[src/rtl/r2c_pkg.sv]
// package: register map, field layout, defaults and codes of the regulator 2 control block
package r2c_pkg;

  // ---------------------------------------------------------------
  // register indices (byte address is four times the index)
  // ---------------------------------------------------------------
  localparam logic [9:0] IDX_CONTROL = 10'h0cb;   // mode, float, voltage code
  localparam logic [9:0] IDX_TIMEOUTS = 10'h0cc;  // fault action, slots
  localparam logic [9:0] IDX_LOW_POWER = 10'h0cd; // hibernate fields, image code
  localparam logic [9:0] IDX_IRQ_STATUS = 10'h0e0; // sticky events, read clears
  localparam logic [9:0] IDX_IRQ_MASK = 10'h0e1;   // 1 lets an event reach the irq
  localparam logic [9:0] IDX_HIBERNATE = 10'h0e2;  // hibernate bit and live state

  // ---------------------------------------------------------------
  // field positions
  // ---------------------------------------------------------------
  localparam int SWITCH_MODE_BIT = 14;
  localparam int OUTPUT_FLOAT_BIT = 10;
  localparam int VCODE_LSB = 0;
  localparam int VCODE_W = 5;
  localparam int FAULT_ACT_LSB = 14;
  localparam int STARTUP_LSB = 10;
  localparam int SHUTDOWN_LSB = 6;
  localparam int SLOT_W = 4;
  localparam int HIB_BEHAV_LSB = 12;
  localparam int HIB_SRC_LSB = 8;
  localparam int EV_FAULT_BIT = 0;
  localparam int EV_SYSDOWN_BIT = 1;
  localparam int EV_W = 2;

  // ---------------------------------------------------------------
  // writable bits and defaults
  // ---------------------------------------------------------------
  localparam logic [15:0] CONTROL_WMASK = 16'h441f;
  localparam logic [15:0] TIMEOUTS_WMASK = 16'hffc0;
  localparam logic [15:0] LOW_POWER_WMASK = 16'h331f;
  localparam logic [15:0] CONTROL_DEFAULT = 16'h001b;
  localparam logic [15:0] TIMEOUTS_DEFAULT = 16'h0000;
  localparam logic [15:0] LOW_POWER_DEFAULT = 16'h001c;
  localparam logic [EV_W-1:0] IRQ_MASK_DEFAULT = 2'h3;

  // ---------------------------------------------------------------
  // codes
  // ---------------------------------------------------------------
  localparam logic [3:0] SLOT_NONE = 4'h0;    // start-up: never; shutdown: on off entry
  localparam logic [3:0] SLOT_STATE = 4'hf;   // on active entry / on off entry
  localparam logic [1:0] ACT_IGNORE = 2'h0;
  localparam logic [1:0] ACT_REG_DOWN = 2'h1;
  localparam logic [1:0] HIB_IMAGE = 2'h0;
  localparam logic [1:0] HIB_DISABLE = 2'h1;
  localparam logic [1:0] SRC_REG_BIT = 2'h0;

endpackage : r2c_pkg

[src/rtl/r2c_regs.sv]
// regulator 2 control registers, slot sequencing, fault reaction and hibernate over apb
//
// Behaviour
// - mode bit 14: regulate or current-limited switch
// - bit 10: discharge disabled output, or float
// - all four regulators off forces discharge
// - 5-bit voltage code, 0.9V to 3.3V
// - fault action: ignore, regulator off, system off
// - every fault raises an interrupt event
// - start-up slot: off, slot 1-14, active
// - shutdown slot: slot 1-14, else off entry
// - hibernate: image voltage or disable output
// - hibernate source: register bit or low-power input
// - image code applies while hibernating in image mode
// - state machine reset restores variant defaults
//
// Chosen here: the APB slave port.
`timescale 1ns/1ns
`default_nettype none

module r2c_regs #(
  parameter logic [15:0] CONTROL_RESET = r2c_pkg::CONTROL_DEFAULT,     // per-variant default
  parameter logic [15:0] TIMEOUTS_RESET = r2c_pkg::TIMEOUTS_DEFAULT,   // per-variant default
  parameter logic [15:0] LOW_POWER_RESET = r2c_pkg::LOW_POWER_DEFAULT  // per-variant default
) (
  // clock and reset
  input wire logic REF_CLK_IN,
  input wire logic RST_N_IN,
  // apb slave
  input wire logic PSEL_IN,
  input wire logic PENABLE_IN,
  input wire logic PWRITE_IN,
  input wire logic [11:0] PADDR_IN,
  input wire logic [31:0] PWDATA_IN,
  output logic [31:0] PRDATA_OUT,
  output logic PREADY_OUT,
  output logic PSLVERR_OUT,
  // power sequencer, same clock
  input wire logic SEQ_SLOT_STROBE_IN,
  input wire logic [3:0] SEQ_SLOT_IN,
  input wire logic SEQ_ENTER_ACTIVE_IN,
  input wire logic SEQ_ENTER_OFF_IN,
  input wire logic SEQ_SHUTDOWN_RUN_IN,  // level: strobed slots belong to a shutdown run
  input wire logic SEQ_STATE_RESET_IN,
  input wire logic OTHER_REGS_ALL_OFF_IN,
  // asynchronous pins
  input wire logic REG2_FAULT_IN,
  input wire logic [2:0] LOW_POWER_INPUT_IN,
  // analogue regulator controls
  output logic REG2_ENABLE_OUT,
  output logic REG2_DISCHARGE_OUT,
  output logic REG2_SWITCH_MODE_OUT,
  output logic [4:0] REG2_VOLTAGE_CODE_OUT,
  output logic REG2_HIBERNATE_OUT,
  output logic SYS_SHUTDOWN_OUT,
  // interrupt
  output logic IRQ_OUT
);
  import r2c_pkg::*;

  // ---------------------------------------------------------------
  // elaboration checks
  // ---------------------------------------------------------------
  // defaults may only set bits that exist in the registers
  if (((CONTROL_RESET & ~CONTROL_WMASK) | (TIMEOUTS_RESET & ~TIMEOUTS_WMASK)
    | (LOW_POWER_RESET & ~LOW_POWER_WMASK)) != 16'h0000)
  begin : g_bad_default
    $error("register default sets unused bits");
  end

  // ---------------------------------------------------------------
  // state
  // ---------------------------------------------------------------
  logic [15:0] control_r, control_nxt;     // regulator mode and voltage
  logic [15:0] timeouts_r, timeouts_nxt;   // fault action and slots
  logic [15:0] low_power_r, low_power_nxt; // hibernate setup
  logic [EV_W-1:0] status_r, status_nxt;   // sticky events
  logic [EV_W-1:0] mask_r, mask_nxt;       // interrupt mask
  logic hib_bit_r, hib_bit_nxt;            // software hibernate request
  logic run_r, run_nxt;                    // sequencer-driven enable
  logic fault_meta_r, fault_sync_r;        // fault synchroniser
  logic fault_prev_r;                      // for edge detect
  logic [2:0] lp_meta_r, lp_sync_r;        // low-power input synchroniser
  logic pready_r, pslverr_r;               // apb answer
  logic [31:0] prdata_r;
  logic en_out_r, dis_out_r, sw_out_r, hib_out_r, sys_out_r, irq_r;
  logic [4:0] vcode_out_r;

  // ---------------------------------------------------------------
  // field views
  // ---------------------------------------------------------------
  wire logic sw_mode = control_r[SWITCH_MODE_BIT];
  wire logic out_float = control_r[OUTPUT_FLOAT_BIT];
  wire logic [VCODE_W-1:0] vcode = control_r[VCODE_LSB +: VCODE_W];
  wire logic [1:0] fault_act = timeouts_r[FAULT_ACT_LSB +: 2];
  wire logic [SLOT_W-1:0] up_slot = timeouts_r[STARTUP_LSB +: SLOT_W];
  wire logic [SLOT_W-1:0] down_slot = timeouts_r[SHUTDOWN_LSB +: SLOT_W];
  wire logic [1:0] hib_behav = low_power_r[HIB_BEHAV_LSB +: 2];
  wire logic [1:0] hib_src = low_power_r[HIB_SRC_LSB +: 2];
  wire logic [VCODE_W-1:0] img_code = low_power_r[VCODE_LSB +: VCODE_W];
  // source 0 is the register bit, 1..3 the synchronised low-power inputs
  wire logic hib_active =
    (hib_src == SRC_REG_BIT) ? hib_bit_r : lp_sync_r[hib_src - 2'h1];

  // ---------------------------------------------------------------
  // apb decode
  // ---------------------------------------------------------------
  // two-cycle access: first access cycle loads read data, second completes
  wire logic [9:0] idx = PADDR_IN[11:2];
  wire logic access = PSEL_IN & PENABLE_IN;
  wire logic done = access & pready_r;           // the edge that commits
  wire logic wr_done = done & PWRITE_IN;
  wire logic rd_done = done & ~PWRITE_IN;
  wire logic hit_ctrl = (idx == IDX_CONTROL);
  wire logic hit_tmo = (idx == IDX_TIMEOUTS);
  wire logic hit_lp = (idx == IDX_LOW_POWER);
  wire logic hit_stat = (idx == IDX_IRQ_STATUS);
  wire logic hit_mask = (idx == IDX_IRQ_MASK);
  wire logic hit_hib = (idx == IDX_HIBERNATE);
  wire logic mapped = hit_ctrl | hit_tmo | hit_lp | hit_stat | hit_mask | hit_hib;
  wire logic [15:0] wdata = PWDATA_IN[15:0];

  // read mux; unmapped reads give zero with an error flag
  wire logic [15:0] rd_mux =
    hit_ctrl ? control_r :
    hit_tmo ? timeouts_r :
    hit_lp ? low_power_r :
    hit_stat ? {14'h0000, status_r} :
    hit_mask ? {14'h0000, mask_r} :
    hit_hib ? {13'h0000, en_out_r, hib_active, hib_bit_r} :
    16'h0000;

  // ---------------------------------------------------------------
  // fault reaction
  // ---------------------------------------------------------------
  wire logic fault_ev = fault_sync_r & ~fault_prev_r; // one event per fault
  wire logic reg_down = fault_ev & (fault_act == ACT_REG_DOWN);
  wire logic sys_down = fault_ev & fault_act[1];  // 10 and 11 alike

  // ---------------------------------------------------------------
  // slot matching
  // ---------------------------------------------------------------
  // slots 1..14 match the strobe of the matching run only, else a shutdown
  // slot would also fire during start-up; 0 and 15 are state codes
  wire logic up_is_slot = (up_slot != SLOT_NONE) & (up_slot != SLOT_STATE);
  wire logic down_is_slot = (down_slot != SLOT_NONE) & (down_slot != SLOT_STATE);
  wire logic up_hit =
    (SEQ_SLOT_STROBE_IN & ~SEQ_SHUTDOWN_RUN_IN & up_is_slot & (SEQ_SLOT_IN == up_slot)) |
    (SEQ_ENTER_ACTIVE_IN & (up_slot == SLOT_STATE));
  wire logic down_hit =
    (SEQ_SLOT_STROBE_IN & SEQ_SHUTDOWN_RUN_IN & down_is_slot & (SEQ_SLOT_IN == down_slot)) |
    (SEQ_ENTER_OFF_IN & ~down_is_slot);

  // ---------------------------------------------------------------
  // output derivation
  // ---------------------------------------------------------------
  // hibernate in disable mode masks the enable; reserved modes act as normal
  wire logic hib_off = hib_active & (hib_behav == HIB_DISABLE);
  wire logic hib_img = hib_active & (hib_behav == HIB_IMAGE);
  wire logic en_nxt = run_nxt & ~hib_off;
  // floating only allowed while some other regulator stays up
  wire logic dis_nxt = ~en_nxt & (~out_float | OTHER_REGS_ALL_OFF_IN);
  // in switch mode the code is meaningless; drive zero so nothing reads it
  wire logic [4:0] vcode_nxt =
    sw_mode ? 5'h00 : (hib_img ? img_code : vcode);

  // ---------------------------------------------------------------
  // next-state logic
  // ---------------------------------------------------------------
  always_comb
  begin
    control_nxt = control_r;
    timeouts_nxt = timeouts_r;
    low_power_nxt = low_power_r;
    mask_nxt = mask_r;
    hib_bit_nxt = hib_bit_r;
    status_nxt = status_r;
    run_nxt = run_r;
    // software writes
    if (wr_done)
    begin
      if (hit_ctrl)
      begin
        control_nxt = wdata & CONTROL_WMASK;
      end
      if (hit_tmo)
      begin
        timeouts_nxt = wdata & TIMEOUTS_WMASK;
      end
      if (hit_lp)
      begin
        low_power_nxt = wdata & LOW_POWER_WMASK;
      end
      if (hit_mask)
      begin
        mask_nxt = wdata[EV_W-1:0];
      end
      if (hit_hib)
      begin
        hib_bit_nxt = wdata[0];
      end
    end
    // read of status clears it
    if (rd_done & hit_stat)
    begin
      status_nxt = '0;
    end
    // new events win over the clear
    if (fault_ev)
    begin
      status_nxt[EV_FAULT_BIT] = 1'b1;
    end
    if (sys_down)
    begin
      status_nxt[EV_SYSDOWN_BIT] = 1'b1;
    end
    // sequencer: shutdown beats start-up in the same cycle
    if (up_hit)
    begin
      run_nxt = 1'b1;
    end
    if (down_hit | reg_down | sys_down)
    begin
      run_nxt = 1'b0;
    end
    // power state machine reset restores the variant defaults
    if (SEQ_STATE_RESET_IN)
    begin
      control_nxt = CONTROL_RESET;
      timeouts_nxt = TIMEOUTS_RESET;
      low_power_nxt = LOW_POWER_RESET;
      run_nxt = 1'b0;
    end
  end

  // ---------------------------------------------------------------
  // synchronisers
  // ---------------------------------------------------------------
  // first stage read only by the second
  always_ff @(posedge REF_CLK_IN)
  begin
    fault_meta_r <= REG2_FAULT_IN;
    fault_sync_r <= fault_meta_r;
    lp_meta_r <= LOW_POWER_INPUT_IN;
    lp_sync_r <= lp_meta_r;
  end

  // ---------------------------------------------------------------
  // configuration and control registers
  // ---------------------------------------------------------------
  always_ff @(posedge REF_CLK_IN)
  begin
    if (!RST_N_IN)
    begin
      control_r <= CONTROL_RESET;
      timeouts_r <= TIMEOUTS_RESET;
      low_power_r <= LOW_POWER_RESET;
      status_r <= '0;
      mask_r <= IRQ_MASK_DEFAULT;
      hib_bit_r <= 1'b0;
      run_r <= 1'b0;
      fault_prev_r <= 1'b0;
    end
    else
    begin
      control_r <= control_nxt;
      timeouts_r <= timeouts_nxt;
      low_power_r <= low_power_nxt;
      status_r <= status_nxt;
      mask_r <= mask_nxt;
      hib_bit_r <= hib_bit_nxt;
      run_r <= run_nxt;
      fault_prev_r <= fault_sync_r;
    end
  end

  // ---------------------------------------------------------------
  // apb answer registers
  // ---------------------------------------------------------------
  always_ff @(posedge REF_CLK_IN)
  begin
    if (!RST_N_IN)
    begin
      pready_r <= 1'b0;
      pslverr_r <= 1'b0;
      prdata_r <= 32'h0000_0000;
    end
    else
    begin
      // ready for exactly one cycle, in the second access cycle
      pready_r <= access & ~pready_r;
      pslverr_r <= access & ~pready_r & ~mapped;
      prdata_r <= (access & ~pready_r & ~PWRITE_IN) ? {16'h0000, rd_mux} : 32'h0000_0000;
    end
  end

  // ---------------------------------------------------------------
  // regulator and interrupt outputs
  // ---------------------------------------------------------------
  always_ff @(posedge REF_CLK_IN)
  begin
    if (!RST_N_IN)
    begin
      en_out_r <= 1'b0;
      dis_out_r <= 1'b1;                // off and pulled down from reset
      sw_out_r <= 1'b0;
      vcode_out_r <= 5'h00;
      hib_out_r <= 1'b0;
      sys_out_r <= 1'b0;
      irq_r <= 1'b0;
    end
    else
    begin
      en_out_r <= en_nxt;
      dis_out_r <= dis_nxt;
      sw_out_r <= sw_mode;              // same cycle as the zeroed code
      vcode_out_r <= vcode_nxt;
      hib_out_r <= hib_active;
      sys_out_r <= sys_down;            // one-cycle request to the sequencer
      irq_r <= |(status_nxt & mask_nxt);
    end
  end

  // ---------------------------------------------------------------
  // port drive
  // ---------------------------------------------------------------
  assign PRDATA_OUT = prdata_r;
  assign PREADY_OUT = pready_r;
  assign PSLVERR_OUT = pslverr_r;
  assign REG2_ENABLE_OUT = en_out_r;
  assign REG2_DISCHARGE_OUT = dis_out_r;
  assign REG2_SWITCH_MODE_OUT = sw_out_r;
  assign REG2_VOLTAGE_CODE_OUT = vcode_out_r;
  assign REG2_HIBERNATE_OUT = hib_out_r;
  assign SYS_SHUTDOWN_OUT = sys_out_r;
  assign IRQ_OUT = irq_r;

endmodule : r2c_regs

`default_nettype wire

[config.mk]
export PLATFORM = sky130hd
export DESIGN_NAME = r2c_regs
export DESIGN_NICKNAME = d
export VERILOG_FILES = /design/src/rtl/r2c_pkg.sv /design/src/rtl/r2c_regs.sv
export SDC_FILE = /design/constraint.sdc
export NUM_CORES = 1
export LEC_CHECK = 0
export BUFFER_PORTS_ARGS = -buffer_cell sky130_fd_sc_hd__buf_2
export CAP_MARGIN = 20
export CORE_MARGIN = 4
export CORE_UTILIZATION = 50
export CTS_BUF_LIST = sky130_fd_sc_hd__clkbuf_8
export DETAILED_ROUTE_END_ITERATION = 6
export PLACE_DENSITY = 0.9
export SYNTH_ARGS = -nofsm -noshare
export SYNTH_HDL_FRONTEND = slang
export SYNTH_SLANG_ARGS = --single-unit
[constraint.sdc]
create_clock -name REF_CLK_IN -period 2.35 [get_ports REF_CLK_IN]
set_clock_uncertainty 0.2 [all_clocks]
set_input_delay 0.235 -clock REF_CLK_IN [delete_from_list [all_inputs] [get_ports REF_CLK_IN]]
set_output_delay 0.235 -clock REF_CLK_IN [all_outputs]
set_load 0.01 [all_outputs]
---- Yosys cells after proc, flatten, opt, wreduce, memory -nomap -nowiden ----
Cells that the tools add are included.
operators by class
  $add $sub $neg .......................... 1
  magnitude comparators ................... 1
  eq/ne operators ......................... 13
  multiplexer cells ....................... 18
  bitwise logic cells ..................... 46
  reductions and logical operators ........ 12
operators by type and width
  operator                                                     number
  == test 10 x 8 -> 1 bit (second input constant)              6
  2-to-1 mux 16 bit                                            2
  AND 1 bit                                                    25
  2-to-1 mux 14 bit                                            1
  NOT 1 bit                                                    10
  bitwise OR 1 bit                                             10
  AND reduction 2 bit                                          5
  2-to-1 mux 3 bit                                             3
  == test 4 bit                                                2
  != test 4 bit (second input constant)                        2
  nonzero test 4 bit                                           2
  2-to-1 mux 1 bit                                             7
  2-to-1 mux 2 bit                                             3
  OR reduction 2 bit                                           3
  2-to-1 mux 5 bit                                             1
  == test 2 x 1 -> 1 bit (second input constant)               2
  == test 4 bit (second input constant)                        1
  zero test 2 bit                                              2
  less-than comparator 2 x 3 -> 1 bit (second input constant)  1
  AND 2 bit                                                    1
  binary-select mux 1 bit (select 2 bit)                       1
  subtractor 2 x 1 -> 2 bit (second input constant)            1
word-level totals
  register bits after elaboration ......... 86
  input bits .............................. 63
  logic and storage cells ................. 114

---- Logic depth before layout (Yosys ltp) ----
  word-level depth ........................ 12
  depth in mapped cells ................... 7
  depth with buffers taken out ............ 7

---- Worst setup path after synthesis ----
Ideal clock, no wire load.
  kind .................................... reg-to-reg
  start point ............................. register low_power_r[8]
  end point ............................... register vcode_out_r[0] (netlist: REG2_VOLTAGE_CODE_OUT[0])
  library setup time ...................... 118 ps
  data arrival time ....................... 1,667 ps
  required time ........................... 2,032 ps
  path slack .............................. 365 ps
  cell stages (with the launch flop) ...... 8
  path buffers ............................ 0
  clock period less this slack ............ 1,985 ps
  cells stage by stage .................... dfxtp_1 inv_2 ha_1 mux2i_1 o311a_1 nor3_4 mux2i_1 nor2_1
between the ends
  cells in the longest elaborated chain, start to end .. 6
  elaborated cells on any way between the ends .. 7
ends and longest elaborated chain
  what                                    RTL line         text
  start: declaration                      r2c_regs.sv:76   logic [15:0] low_power_r, low_power_nxt;
  start signal: assignment                r2c_regs.sv:268  low_power_r <= low_power_nxt;
  subtractor 2 x 1 -> 2 bit               r2c_regs.sv:103  (hib_src == SRC_REG_BIT) ? hib_bit_r : lp_sync_r[hib_src - 2'h1];
  binary-select mux 1 bit (select 2 bit)  r2c_regs.sv:103
  2-to-1 mux 1 bit (not written as such)  r2c_regs.sv:103
  2-to-1 mux 1 bit *                      r2c_regs.sv:103
  AND 1 bit *                             r2c_regs.sv:159  wire logic hib_img = hib_active & (hib_behav == HIB_IMAGE);
  2-to-1 mux 5 bit *                      r2c_regs.sv:165  sw_mode ? 5'h00 : (hib_img ? img_code : vcode);
  end signal: assignment                  r2c_regs.sv:317  vcode_out_r <= vcode_nxt;
  end: declaration                        r2c_regs.sv:87   logic [4:0] vcode_out_r;
Mark *: on every way between the ends. The rest lies on a longest branch, timed or not. The select of a mux whose other input is x is not followed.
A chain may end at the register's enable or synchronous reset.

---- Worst setup path in the final report ----
  start point ............................. register low_power_r[8]
  end point ............................... register vcode_out_r[1] (netlist: REG2_VOLTAGE_CODE_OUT[1])
The elaborated chain is that of the path after synthesis.

==> impl_metrics.csv <==
group,metric,value,unit
run_status,status,"finished, final reports clean",
drt,dr.pass1.iters,4,
power_and_ir_drop,power,2.152,mW
timing,finalHoldViolations,0,
floorplanning,start_util,51.42,%
setup_path,cp_max_fo,5,
timing,finalSetupViolCount,0,
logic_synthesis,synth_area,0.002814,mm²
logic_synthesis,synth-edff-count,0,
floorplanning,die_h,83.02,µm
setup_path,crit_slowest_cell,"o311a_1",
setup_path,timing.rr.end,"REG2_VOLTAGE_CODE_OUT[1]",
clock_tree,post_cts_buffers,0,
setup_path,reg2reg_depth,7,
logic_synthesis,ys_ff_latch,69,
setup_path,endpoint,"REG2_VOLTAGE_CODE_OUT[1]",
grt,grtUsageTotal,19.83,%
timing,clock.fmax,455.5,MHz
drt,routed_wl,6.567,mm
logic_synthesis,async_flop_share,0,%
timing,min_period,2.195,ns
grt,antenna_found_initial,0,
placed_design,port_buffers,71,
power_and_ir_drop,power.leakage,1.587,nW
setup_path,critPathArrivalTime,2.22,ns
logic_synthesis,synth_top_cell_area_share,49.09,%
logic_synthesis,yosys_warnings,0,
setup_path,start_kind,"flip-flop",
clock_tree,cts_made_buffers,9,
floorplanning,dieArea,0.006892,mm²
clock_tree,cts_tree,"yes",
setup_path,critPathLaunch,"low_power_r[8]",
logic_synthesis,synth_flop_cell,"dfxtp_1",
final_layout,final_cell_mix,"71 x buf_2, 69 x dfxtp_1, 30 x mux2i_1",
floorplanning,die_w,83.02,µm
logic_synthesis,syn_avg_cell_area,9.979,µm²
drt,ant_nets,0,
final_layout,layout_commonest_cell,"buf_2",
grt,grt-ovfl-total,0,
setup_path,slowest_delay,0.39,ns
setup_path,worstPathCellList,"inv_2, ha_1, mux2i_1, o311a_1, nor3_4, mux2i_1, nor2_1",
final_layout,final_nets,449,
timing,finalCritPeriodShare,93.41,%
logic_synthesis,synth_top_cell_by_area,"dfxtp_1",
drt,drc,0,
placed_design,hpwl,4.694,mm
floorplanning,design.core.area,0.005473,mm²
flow_run,cap_violations,0,
setup_path,worstReg2RegStart,"low_power_r[8]",
final_layout,fill_cells,430,
timing,setup_tns,0,ns
hold_path,min_from,"PENABLE_IN",
final_layout,drive_above_1_share,25.38,%
final_layout,antenna_cells,0,
logic_synthesis,synthTopCellsByArea,"dfxtp_1 49%, mux2i_1 11%, buf_4 4.8%, nor2_1 3.3%, nand2_1 2.8%",
clock_tree,cts_buffer_depth,2,
setup_path,cp.depth,7,
power_and_ir_drop,p_sw,0.5178,mW
clock_tree,cts_sinks,69,
drt,avgViaCountPerCell,5.134,
power_and_ir_drop,clkPwrFrac,37.1,%
logic_synthesis,synth.distinct_cells,55,
grt,grt_pass1_wl,10.99,mm
power_and_ir_drop,sw_frac_of_total,24.06,%
power_and_ir_drop,peakVddDrop,0.3310,mV
timing,hold_ws,0.01555,ns
clock_tree,cts_max_level,3,
timing,rsz0062_at_grt,"no",
hold_path,hp-class,"input port to flip-flop",
setup_path,critPathMostFrequentCell,"mux2i_1",
drt,vias,2372,
clock_tree,worst_skew_pair.late_latency,0.34,ns
floorplanning,num_rows,27,
power_and_ir_drop,pwr-share-seq,55.4,%
drt,drtIter0Drc,119,
setup_path,crit_buf_inv,1,
clock_tree,postCtsHoldBufs,24,
setup_path,cp-end-kind,"flip-flop",
clock_tree,ctsResizeCount,0,
setup_path,cpLargestDelayFamily,"compound AO/OA/AOI/OAI gates",
clock_tree,root_buffer,"clkbuf_8",
power_and_ir_drop,p_per_area,598.8,mW/mm²
grt,grt_max_degree,20,
clock_tree,clk_pin_slew_worst_paths,0.07,ns
logic_synthesis,seq_area_frac_synth,49.09,%
floorplanning,pin_count,108,
placed_design,place_congestion,0.8188,
final_layout,syn_to_final_growth,27.70,%
logic_synthesis,synth_cells,282,
drt,wire_per_inst,14.21,µm
setup_path,path_class,"flip-flop to flip-flop",
timing,drv_slew,0,
power_and_ir_drop,intPower,1.634,mW
power_and_ir_drop,combPwrFrac,7.6,%
setup_path,crit_required,2.37,ns
grt,first_global_vias,2351,
timing,worst_pin_slew,0.6364,ns
timing,relSlewSlack,57.58,%
setup_path,ff2ff_setup_slack,0.15,ns
metal layers:
| layer | GRT usage [%] | part of all wire [%] |
|---|---|---|
| met1 | 22.79 | 42 |
| met2 | 33.02 | 49 |
| met3 | 6.448 | 7.8 |
| met4 | 9.807 | 1.6 |
| met5 | 0 | 0 |
through the flow:
stage | worst slack [ns] | cells | cell area [µm²] | util [%]
final | 0.1548 | 462 | 3593 | 65.66
after global routing | 0.03900 | 462 | 3593 | 65.66
after CTS | 0.1494 | 462 | 3593 | 65.66
after detailed placement | 0.1625 | 422 | 3194 | 58.37
after global placement | 0.2143 | 422 | 3194 | 58.37
after floorplan | 0.3655 | 298 | 2874 | -
cell type report:
| cell class | instances | area [µm²] | area share, % |
|---|---|---|---|
| Sequential cell | 69 | 1381 | 38.44 |
| Clock inverter | 7 | 35.03 | 0.9749 |
| Timing Repair Buffer | 99 | 625.6 | 17.41 |
| Multi-Input combinational cell | 196 | 1300 | 36.18 |
| Clock buffer | 9 | 123.9 | 3.447 |
| Tap cell | 72 | 90.09 | 2.507 |
| Inverter | 10 | 37.54 | 1.045 |
cell families after synthesis:
| logic type | after synthesis | share of synthesized area (%) |
|---|---|---|
| flops | 69 | 49.09 |
| fa+ha+maj | 1 | 0.4446 |
| xor+xnor | 7 | 2.179 |
| mux | 30 | 10.67 |
| simple gates | 94 | 19.21 |
| compound gates | 47 | 11.43 |
| other cells | 1 | 0.1333 |
| buf+inv | 33 | 6.847 |
power groups by stage:
stage          Clock, mW  Sequential, mW  Combinational, mW
2_1_floorplan          0            1.22             0.0805
3_3_place_gp           0            1.22              0.127
3_5_place_dp           0            1.22              0.130
4_1_cts            0.813            1.19              0.161
5_1_grt            0.866            1.19              0.178
6_report           0.798            1.19              0.163
worst min path at each step:
stage,endpoint,slack [ns],depth (start not counted)
6_report,PREADY_OUT,0.02,3
3_3_place_gp,fault_sync_r,0.11,0
2_1_floorplan,fault_meta_r,0.06,0
5_1_grt,PREADY_OUT,0.02,3
4_1_cts,PREADY_OUT,0.001,3
3_5_place_dp,fault_sync_r,0.12,0
worst reg2reg max path, stage by stage (launching register included):
cell,delay (ns)
dfxtp_1,0.38
inv_2,0.05
ha_1,0.33
mux2i_1,0.14
o311a_1,0.39
nor3_4,0.31
mux2i_1,0.24
nor2_1,0.05
flip-flops by register name (all words and copies together), names as in the netlist, 2 cells and up:
register               flops
status_r                   2
control_r                  7
lp_meta_r                  3
REG2_VOLTAGE_CODE_OUT      5
timeouts_r                10
lp_sync_r                  3
mask_r                     2
PRDATA_OUT                15
low_power_r                9
synth_stat cells, types with 2 or more instances:
cell type,number
inv_1,9
nor3_1,4
clkbuf_1,3
and3_1,2
nand2_1,21
buf_4,18
nor3_2,2
nand3_1,4
mux2i_1,30
nor2_4,2
and2_1,8
nor2b_1,3
o21ai_0,2
a22o_1,8
a31oi_1,5
o21ai_1,9
xnor2_1,6
nand2b_1,3
a21oi_1,10
dfxtp_1,69
or4_1,2
nor2_1,25
o221ai_1,2
nor3b_1,2
nand4_1,2
and4bb_1,2
Note: power is estimated with default switching activity, not from simulation.
